File: config.mk
export PLATFORM = sky130hd
export DESIGN_NAME = adcsc_top
export DESIGN_NICKNAME = d
export VERILOG_FILES = /design/src/hdl/adcsc_pkg.sv /design/src/hdl/adcsc_sync_edge.sv /design/src/hdl/adcsc_top.sv
export SDC_FILE = /design/constraint.sdc
export NUM_CORES = 1
export LEC_CHECK = 0
export BUFFER_PORTS_ARGS = -buffer_cell sky130_fd_sc_hd__buf_2
export CAP_MARGIN = 10
export CORE_AREA = 2 2 63 65
export DETAILED_ROUTE_END_ITERATION = 8
export DIE_AREA = 0 0 65 67
export GPL_TIMING_DRIVEN = 0
export MAX_ROUTING_LAYER = met4
export PLACE_DENSITY = 0.79
export SETUP_SLACK_MARGIN = 0.3
export SYNTH_ARGS = -nofsm -noshare
export SYNTH_HDL_FRONTEND = slang
export SYNTH_SLANG_ARGS = --single-unit
export TNS_END_PERCENT = 50
File: constraint.sdc
create_clock -name sys_clk -period 2.1 [get_ports sys_clk]
set_input_delay 0.42 -clock sys_clk [delete_from_list [all_inputs] [get_ports sys_clk]]
set_output_delay 0.42 -clock sys_clk [all_outputs]
set_load 0.1 [all_outputs]
File: src/hdl/adcsc_pkg.sv
package adcsc_pkg;
    localparam logic [3:0] BYTE_DONE     = 4'h8;
    localparam int         REG_SEL_BIT   = 7;
    localparam int         REF_HI        = 6;
    localparam int         REF_LO        = 4;
    localparam int         CLK_BIT       = 3;
    localparam int         POL_BIT       = 2;
    localparam int         CFG_RST_BIT   = 1;
    localparam int         SCAN_HI       = 6;
    localparam int         SCAN_LO       = 5;
    localparam int         CHAN_HI       = 4;
    localparam int         CHAN_LO       = 1;
    localparam int         SGL_BIT       = 0;
    localparam int         ADDR_HI       = 7;
    localparam int         ADDR_LO       = 1;
    localparam int         RW_BIT        = 0;
    localparam int         HS_CODE_LO    = 3;
    localparam logic [4:0] HS_CODE_TOP   = 5'h01;
    localparam logic [2:0] REF_DEFAULT   = 3'h0;
    localparam logic       CLK_DEFAULT   = 1'b0;
    localparam logic       POL_DEFAULT   = 1'b0;
    localparam logic [1:0] SCAN_DEFAULT  = 2'h0;
    localparam logic [3:0] CHAN_DEFAULT  = 4'h0;
    localparam logic       SGL_DEFAULT   = 1'b1;
    localparam logic [6:0] ADDR_DEFAULT  = 7'h33;

    typedef enum logic [2:0] {
        ADCSC_IDLE     = 3'b000,
        ADCSC_ADDR     = 3'b001,
        ADCSC_ADDR_ACK = 3'b011,
        ADCSC_DATA     = 3'b010,
        ADCSC_DATA_ACK = 3'b110,
        ADCSC_SKIP     = 3'b100,
        ADCSC_HS_NACK  = 3'b101
    } adcsc_state_t;
endpackage

File: src/hdl/adcsc_sync_edge.sv
`timescale 1ns/100ps
module adcsc_sync_edge (
    input  wire logic sys_clk,
    input  wire logic nrst,
    input  wire logic pin,
    output logic      level,
    output logic      rise,
    output logic      fall
);
    logic stage1;
    logic stage2;
    logic stage3;

    // idle bus level is high, so reset to one to avoid a false edge
    always_ff @(posedge sys_clk or negedge nrst) begin
        if (!nrst) begin
            stage1 <= 1'b1;
            stage2 <= 1'b1;
            stage3 <= 1'b1;
        end else begin
            stage1 <= pin;
            stage2 <= stage1;
            stage3 <= stage2;
        end
    end

    assign level = stage2;
    assign rise  = stage2 & ~stage3;
    assign fall  = ~stage2 & stage3;
endmodule

File: src/hdl/adcsc_top.sv
`timescale 1ns/100ps
// Summary of operation
// - acknowledge the address byte when it is complete and matches our address.
// - data byte with top bit one goes to setup, zero goes to configuration.
// - one or two data bytes in any order are all accepted.
// - acknowledge every data byte received during a write.
// - STOP returns bus timing from high-speed to fast/standard mode.
// - setup bits 6..4 select the reference, reset to 000.
// - configuration bits 6..5 select scan mode, reset to 00.
// - configuration bit 0 selects single-ended, resets to single-ended.
// - single-ended mode always yields unipolar results.
module adcsc_top
    import adcsc_pkg::*;
#(
    parameter logic [6:0] SLAVE_ADDR = ADDR_DEFAULT, // arbitrary value
    parameter int         CHAN_BITS  = 4
) (
    input  wire logic sys_clk,
    input  wire logic nrst,
    input  wire logic scl_in,
    input  wire logic sda_in,
    output logic      sda_out,
    output logic      sda_oe,
    output logic [2:0] ref_select,
    output logic      ext_clock_select,
    output logic      polarity_select,
    output logic      bipolar_active,
    output logic [1:0] scan_select,
    output logic [3:0] chan_select,
    output logic      input_ended_select,
    output logic      hs_mode
);
    localparam logic [3:0] CHAN_MASK = 4'((1 << CHAN_BITS) - 1);

    logic         scl_level;
    logic         scl_rise;
    logic         scl_fall;
    logic         sda_level;
    logic         sda_rise;
    logic         sda_fall;
    logic         start_seen;
    logic         stop_seen;

    adcsc_state_t state;
    adcsc_state_t next_state;
    logic [3:0]   bit_count;
    logic [3:0]   next_bit_count;
    logic [7:0]   shift;
    logic [7:0]   next_shift;
    logic         read_req;
    logic         next_read_req;
    logic         next_sda_oe;
    logic         next_hs_mode;
    logic [2:0]   next_ref_select;
    logic         next_ext_clock_select;
    logic         next_polarity_select;
    logic         next_bipolar_active;
    logic [1:0]   next_scan_select;
    logic [3:0]   next_chan_select;
    logic         next_input_ended_select;
    logic         commit;

    adcsc_sync_edge u_scl (
        .sys_clk (sys_clk),
        .nrst    (nrst),
        .pin     (scl_in),
        .level   (scl_level),
        .rise    (scl_rise),
        .fall    (scl_fall)
    );

    adcsc_sync_edge u_sda (
        .sys_clk (sys_clk),
        .nrst    (nrst),
        .pin     (sda_in),
        .level   (sda_level),
        .rise    (sda_rise),
        .fall    (sda_fall)
    );

    // both lines pass equal sync depth, so their relative order is kept
    assign start_seen = sda_fall & scl_level;
    assign stop_seen  = sda_rise & scl_level;
    assign commit     = (state == ADCSC_DATA_ACK) & scl_fall;

    always_comb begin
        next_state              = state;
        next_bit_count          = bit_count;
        next_shift              = shift;
        next_read_req           = read_req;
        next_sda_oe             = sda_oe;
        next_hs_mode            = hs_mode;
        next_ref_select         = ref_select;
        next_ext_clock_select   = ext_clock_select;
        next_polarity_select    = polarity_select;
        next_scan_select        = scan_select;
        next_chan_select        = chan_select;
        next_input_ended_select = input_ended_select;
        if (start_seen) begin
            // a cut-short byte is dropped here, nothing is stored
            next_state     = ADCSC_ADDR;
            next_bit_count = 4'h0;
            next_sda_oe    = 1'b0;
        end else if (stop_seen) begin
            next_state  = ADCSC_IDLE;
            next_sda_oe = 1'b0;
            next_hs_mode = 1'b0;
        end else begin
            case (state)
                ADCSC_ADDR, ADCSC_DATA: begin
                    if (scl_rise && bit_count != BYTE_DONE) begin
                        next_shift     = {shift[6:0], sda_level};
                        next_bit_count = bit_count + 4'h1;
                    end else if (scl_fall && bit_count == BYTE_DONE) begin
                        if (state == ADCSC_DATA) begin
                            next_state  = ADCSC_DATA_ACK;
                            next_sda_oe = 1'b1;
                        end else if (shift[ADDR_HI:ADDR_LO] == SLAVE_ADDR) begin
                            next_state    = ADCSC_ADDR_ACK;
                            next_sda_oe   = 1'b1;
                            next_read_req = shift[RW_BIT];
                        end else if (shift[ADDR_HI:HS_CODE_LO] == HS_CODE_TOP) begin
                            next_state = ADCSC_HS_NACK;
                        end else begin
                            next_state = ADCSC_SKIP;
                        end
                    end
                end
                ADCSC_ADDR_ACK: begin
                    if (scl_fall) begin
                        next_sda_oe    = 1'b0;
                        next_bit_count = 4'h0;
                        // read cycles go to ADCSC_SKIP and are not served; only a write takes data
                        next_state     = read_req ? ADCSC_SKIP : ADCSC_DATA;
                    end
                end
                ADCSC_DATA_ACK: begin
                    if (scl_fall) begin
                        next_sda_oe    = 1'b0;
                        next_bit_count = 4'h0;
                        next_state     = ADCSC_DATA;
                        if (shift[REG_SEL_BIT]) begin
                            next_ref_select       = shift[REF_HI:REF_LO];
                            next_ext_clock_select = shift[CLK_BIT];
                            next_polarity_select  = shift[POL_BIT];
                            if (!shift[CFG_RST_BIT]) begin
                                next_scan_select        = SCAN_DEFAULT;
                                next_chan_select        = CHAN_DEFAULT;
                                next_input_ended_select = SGL_DEFAULT;
                            end
                        end else begin
                            next_scan_select        = shift[SCAN_HI:SCAN_LO];
                            next_chan_select        = shift[CHAN_HI:CHAN_LO] & CHAN_MASK;
                            next_input_ended_select = shift[SGL_BIT];
                        end
                    end
                end
                ADCSC_HS_NACK: begin
                    // master code gets no acknowledge, high-speed timing follows
                    if (scl_fall) begin
                        next_hs_mode = 1'b1;
                        next_state   = ADCSC_SKIP;
                    end
                end
                ADCSC_IDLE, ADCSC_SKIP: begin
                    next_sda_oe = 1'b0;
                end
                default: begin
                    next_state  = ADCSC_IDLE;
                    next_sda_oe = 1'b0;
                end
            endcase
        end
        next_bipolar_active = next_polarity_select & ~next_input_ended_select;
    end

    always_ff @(posedge sys_clk or negedge nrst) begin
        if (!nrst) begin
            state              <= ADCSC_IDLE;
            bit_count          <= 4'h0;
            shift              <= 8'h00;
            read_req           <= 1'b0;
            sda_out            <= 1'b0;
            sda_oe             <= 1'b0;
            hs_mode            <= 1'b0;
            ref_select         <= REF_DEFAULT;
            ext_clock_select   <= CLK_DEFAULT;
            polarity_select    <= POL_DEFAULT;
            bipolar_active     <= POL_DEFAULT;
            scan_select        <= SCAN_DEFAULT;
            chan_select        <= CHAN_DEFAULT;
            input_ended_select <= SGL_DEFAULT;
        end else begin
            state              <= next_state;
            bit_count          <= next_bit_count;
            shift              <= next_shift;
            read_req           <= next_read_req;
            sda_out            <= 1'b0;
            sda_oe             <= next_sda_oe;
            hs_mode            <= next_hs_mode;
            ref_select         <= next_ref_select;
            ext_clock_select   <= next_ext_clock_select;
            polarity_select    <= next_polarity_select;
            bipolar_active     <= next_bipolar_active;
            scan_select        <= next_scan_select;
            chan_select        <= next_chan_select;
            input_ended_select <= next_input_ended_select;
        end
    end

    // assertion helpers
    logic [2:0] shift_ref;
    logic [1:0] shift_scan;
    logic       shift_sgl;
    assign shift_ref  = shift[REF_HI:REF_LO];
    assign shift_scan = shift[SCAN_HI:SCAN_LO];
    assign shift_sgl  = shift[SGL_BIT];
endmodule

After elaboration in Yosys (flattened, before gate mapping)
Index checks and enable logic that the tools add are counted.
Word-level totals
  memory bits (writable): 0
  output and inout port bits: 16
  memory bits (read-only): 0
  word-level logic and storage cells: 119
  flip-flop bits (word level): 37
  input bits: 4
  memories: 0
  bits in latches: 0
Cells by class
  multipliers: 0
  add/sub/neg operators: 1
  shifts and indexed selects: 0
  multiplexer cells: 43
  equal/unequal tests: 23
  reduce and logical (&&, ||, !) cells: 17
  divide/modulo/power cells: 0
  bitwise logic cells: 16
  order comparisons: 0
Operators with widths (count)
  3-bit 2-to-1 mux: 10
  4-bit 2-to-1 mux: 6
  4-bit inequality test (second input constant): 6
  1-bit 2-to-1 mux: 22
  3-bit one-hot mux with 5 select lines: 1
  5-bit AND reduction: 3
  3-bit equality test (second input constant): 3
  3-bit inequality test (second input constant): 3
  1-bit NOT: 9
  4-bit one-hot mux with 2 select lines: 1
  4-bit AND reduction: 2
  1-bit bitwise AND: 7
  7-bit by 6-bit equality test with 1-bit output (second input constant): 1
  7-bit AND reduction: 1
  3-bit by 2-bit equality test with 1-bit output (second input constant): 2
  6-bit AND reduction: 1
  2-bit OR reduction: 3
  5-bit by 1-bit equality test with 1-bit output (second input constant): 1
  5-bit inequality test (second input constant): 1
  4-bit by 1-bit adder with 4-bit output (second input constant): 1
  4-bit equality test (second input constant): 1
  2-bit 2-to-1 mux: 2
  2-bit inequality test (second input constant): 2
  4-bit by 1-bit inequality test with 1-bit output (second input constant): 1
  8 further kinds: 10

Depth between registers and ports, before layout
  word-level depth: 9
  mapped depth: 6
  mapped depth without buffers: 6

Hierarchy
From an unflattened synthesis, not the netlist that was laid out.
Unflattened totals
  cells, all modules: 165
  area, all modules: 1861.8 µm²
By module, submodules not included
  adcsc_top: instances 1, area an instance 1674.1 µm², cells each 155, sequential area each 777.0 µm²
  adcsc_sync_edge: instances 2, area an instance 93.8 µm², cells each 5, sequential area each 78.8 µm²

Worst setup path after synthesis
Ideal clock, no wire load.
  kind: register -> register
  start: register bit_count[0]
  end: register shift[0]
  path buffers: 0
  library setup time: 125 ps
  arrival: 1709 ps
  required time: 1975 ps
  stages on the path, launching flop included: 7
  period minus slack after synthesis: 1834 ps
  path slack: 266 ps
  cell sequence: dfrtp_1 > inv_1 > ha_1 > and3b_1 > a2111oi_4 > nand3_4 > mux2_2
Between the ends
  longest elaborated chain between the ends: 3
RTL lines
  start, declared: line adcsc_top.sv:46  | logic [3:0] bit_count;
  start signal, assigned: line adcsc_top.sv:195  | bit_count <= next_bit_count;
  4-bit inequality test: line adcsc_top.sv:111  | if (scl_rise && bit_count != BYTE_DONE) begin
  1-bit logical AND: line adcsc_top.sv:111
  4-bit AND reduction (no line)
  end signal, assigned: line adcsc_top.sv:196  | shift <= next_shift;
  end, declared: line adcsc_top.sv:48  | logic [7:0] shift;
No other way between the ends.
A chain may end at the register's enable or synchronous reset.

Worst setup path in the final report
  start: register state[2]
  end: register bipolar_active
Between the ends
  elaborated cells on any way between the ends: 9
  classes of those cells: 1 x eq/ne; 6 x mux; 2 x bitwise
RTL lines
  start, declared: line adcsc_top.sv:44  | adcsc_state_t state;
  start signal, assigned: line adcsc_top.sv:194  | state <= next_state;
  3-bit equality test: line adcsc_top.sv:109  | case (state)
  1-bit 2-to-1 mux: line adcsc_top.sv:109
  1-bit 2-to-1 mux: line adcsc_top.sv:104  | end else if (stop_seen) begin
  1-bit 2-to-1 mux: line adcsc_top.sv:99  | if (start_seen) begin
  via next_polarity_select: line adcsc_top.sv:56  | logic next_polarity_select;
  1-bit bitwise AND: line adcsc_top.sv:174  | next_bipolar_active = next_polarity_select & ~next_input_ended_select;
  via next_bipolar_active: line adcsc_top.sv:57  | logic next_bipolar_active;
  end signal, assigned: line adcsc_top.sv:204  | bipolar_active <= next_bipolar_active;
  end, declared: line adcsc_top.sv:27  | output logic bipolar_active,
The timed path passes the listed nets, and every way through them passes these cells.

==> results.py <==
metrics = {
    "global_route": {
        "met1_usage": 0.2481,
        "grtUsageMet3": 0.05743,
        "gr-usage-all-layers": 0.1956,
        "grt_pass1_vias": 1275,
        "grt.busiest_layer": "met2",
        "grt_max_degree": 38,
        "grt_pass1_wl_mm": 6.237,
        "grt-ovfl-total": 0,
        "use_met2": 0.2990,
        "antenna_found_initial": 0,
    },
    "layout": {
        "num-nets-final": 184,
        "area_delta_synth_final_pct": 22.36,
        "n_antenna_cell": 0,
        "final_cells": 227,
        "final_common_cell": "dfrtp_1",
        "drive_gt1_frac": 0.4134,
        "final_cell_area_um2": 2143,
        "final_cell_mix": "dfrtp_1, buf_2, mux2_2",
    },
    "die": {
        "initial_core_util": 0.4858,
        "fp.dieW_um": 65,
        "die_y_um": 67,
        "rows": 22,
        "dieArea_um2": 4355,
        "core_um2": 3606,
        "ios": 20,
    },
    "place": {
        "dp.cells": 210,
        "gp_congestion": 0.8668,
        "place_area_um2": 1902,
        "dp.final_hpwl_mm": 2.483,
        "io_buffers": 18,
    },
    "detailed_routing": {
        "ant_nets": 0,
        "drc": 0,
        "viasPerCell": 5.758,
        "routedWlPerCell_um": 16.15,
        "firstDrtPassIters": 4,
        "vias": 1307,
        "wl_mm": 3.665,
        "drt-initial-drc-count": 112,
    },
    "setup_path": {
        "path_max_fanout": 5,
        "cp-end-kind": "flip-flop",
        "crit_slowest_cell": "dfrtp_1",
        "r2r_end": "bipolar_active$_DFF_PN0_",
        "r2r-start": "state[2]$_DFFE_PN0P_",
        "cp.arrival_ps": 2010,
        "criticalPathCategory": "flip-flop to flip-flop",
        "reg2reg_slack_ps": 260,
        "worstSetupStartpointType": "flip-flop",
        "ff2ff_path_depth": 4,
        "max_stage_delay_ps": 500,
        "worstPathRequired_ps": 2270,
        "path_cells": "nand3b_1 > nor3_2 > mux2_2 > nor2b_1",
    },
    "yosys": {
        "synth.avg_cell_area_um2": 12.16,
        "ys_async_sr_fraction": 1.000,
        "yosys_warnings": 0,
        "syn-cell-area_um2": 1752,
        "synth_edf_count": 0,
        "syn-instance-count": 144,
        "synth_cell_types": 49,
        "ys.flop_type": "dfrtp_1",
        "syn_nets": 150,
        "synth_seq_cells": 37,
        "synth-seq-area-share": 0.5336,
    },
    "pwr": {
        "power_density_nw_per_um2": 915.6,
        "power_leakage_nw": 0.9975,
        "peakVddDrop_uv": 528.7,
    },
    "timing": {
        "post-route-period-util": 0.8762,
        "relSlewSlack": 0.4749,
        "finalHoldViolCount": 0,
        "skew_ps": 9.017,
        "tightestPinTransition_ps": 787.6,
        "post-route-min-period_ps": 1840,
        "finalSetupViolCount": 0,
        "fin_tns_setup_ps": 0,
        "fmax_ghz": 0.5435,
        "rsz0062_at_grt": "yes",
        "slew_violations": 0,
    },
    "hold_path": {
        "hp-class": "input pin to asynchronous set/reset pin",
    },
    "clock_network": {
        "h-tree-depth": 2,
        "numCtsBuffers": 5,
        "clock-sinks": 37,
        "cts_buffer_depth": 2,
        "cts_tree": "done",
        "cts-root-buf": "clkbuf_8",
        "clk_pin_slew_ps": 80,
        "clk_latency_ps": 290,
    },
    "flow_run": {
        "max-cap-violations": 0,
    },
    "outcome": {
        "status": "finished clean",
    },
}
worst max-delay path, delay by kind of cell, from the launching register on:
family	cells	cell delay, ps
AND/OR/NAND/NOR	3	830
multiplexers	1	400
flip-flops	1	500
routing by layer:
metal | vias up | wire length [um]
met5 | - | 0
met4 | 0 | 65
met3 | 6 | 138
met2 | 29 | 1839
met1 | 660 | 1622
li1 | 612 | -
sequential cells by signal, indices dropped and copies added (netlist names), 2 cells and up:
register     count
chan_select      4
scan_select      2
ref_select       3
state            3
bit_count        4
shift            8
cell usage after synthesis (all sizes together), types with 3 or more instances:
library cell | n | area share
a22o | 5 | 0.025
buf | 3 | 0.011
nand2b | 4 | 0.019
nor3 | 4 | 0.014
a32o | 3 | 0.017
and3b | 3 | 0.015
nand3b | 4 | 0.017
nand3 | 4 | 0.019
dfrtp | 30 | 0.43
inv | 8 | 0.017
nor2 | 7 | 0.015
nand2 | 5 | 0.011
dfstp | 7 | 0.11
mux2 | 14 | 0.090
o21ai | 5 | 0.014
worst max path at each step:
stage,from,endpoint,slack [ps],cells after the start
6_report,state[2]$_DFFE_PN0P_,bipolar_active$_DFF_PN0_,260,4
5_1_grt,bit_count[0]$_DFFE_PN0P_,bit_count[3]$_DFFE_PN0P_,210,8
4_1_cts,bit_count[0]$_DFFE_PN0P_,shift[7]$_DFFE_PN0P_,250,7
3_5_place_dp,u_sda.level$_DFF_PN1_,shift[7]$_DFFE_PN0P_,210,4
3_3_place_gp,u_sda.level$_DFF_PN1_,shift[6]$_DFFE_PN0P_,250,4
2_1_floorplan,bit_count[0]$_DFFE_PN0P_,shift[0]$_DFFE_PN0P_,390,6
logic make-up after synthesis:
kind of cell               Yosys count  share of synthesized area
AOI/OAI and AO/OA                   34                     0.1636
adders and majority gates            2                    0.01428
xor gates and xnor gates             1                   0.005001
buffers and inverters               13                    0.03285
DFF                                 37                     0.5336
and+or+nand+nor                     40                     0.1472
other                                1                   0.002141
muxes                               16                     0.1014
through the flow:
stage	util	hold WS [ps]	worst slack, ps	power (mW)
after floorplan	-	124.4	393.5	1.173
after global placement	0.5274	345.7	254.7	1.254
after detailed placement	0.5274	347.6	212.1	1.282
after CTS	0.5819	220.0	252.0	1.954
after global routing	0.5944	202.7	213.4	2.080
final	0.5944	210.8	260.0	1.962
power breakdown:
group / total (mW) / switching (mW) / internal (mW)
combinational: 0.413 / 0.206 / 0.207
sequential: 0.936 / 0.122 / 0.815
clock: 0.613 / 0.257 / 0.356
cell type report:
cell class                 count  area (um^2)
tap                           48        60.06
sequential                    37        934.6
multi-input combinational     95        822.0
clock buffer                   6        72.57
buffer                         5        27.53
inverter                       8        30.03
clock inverter                 2        38.79
timing repair buffer          26        157.7
fill                         285         1463
repair_timing:
action / in CTS / in global routing
setup endpoints to repair: 9 / 15
pin swaps: 4 / 2
gates resized for setup: 6 / 8
cloned: 1 / 0
hold buffers: 0 / 0
buffers inserted: 7 / 1
(Power assumes the default switching activity.)
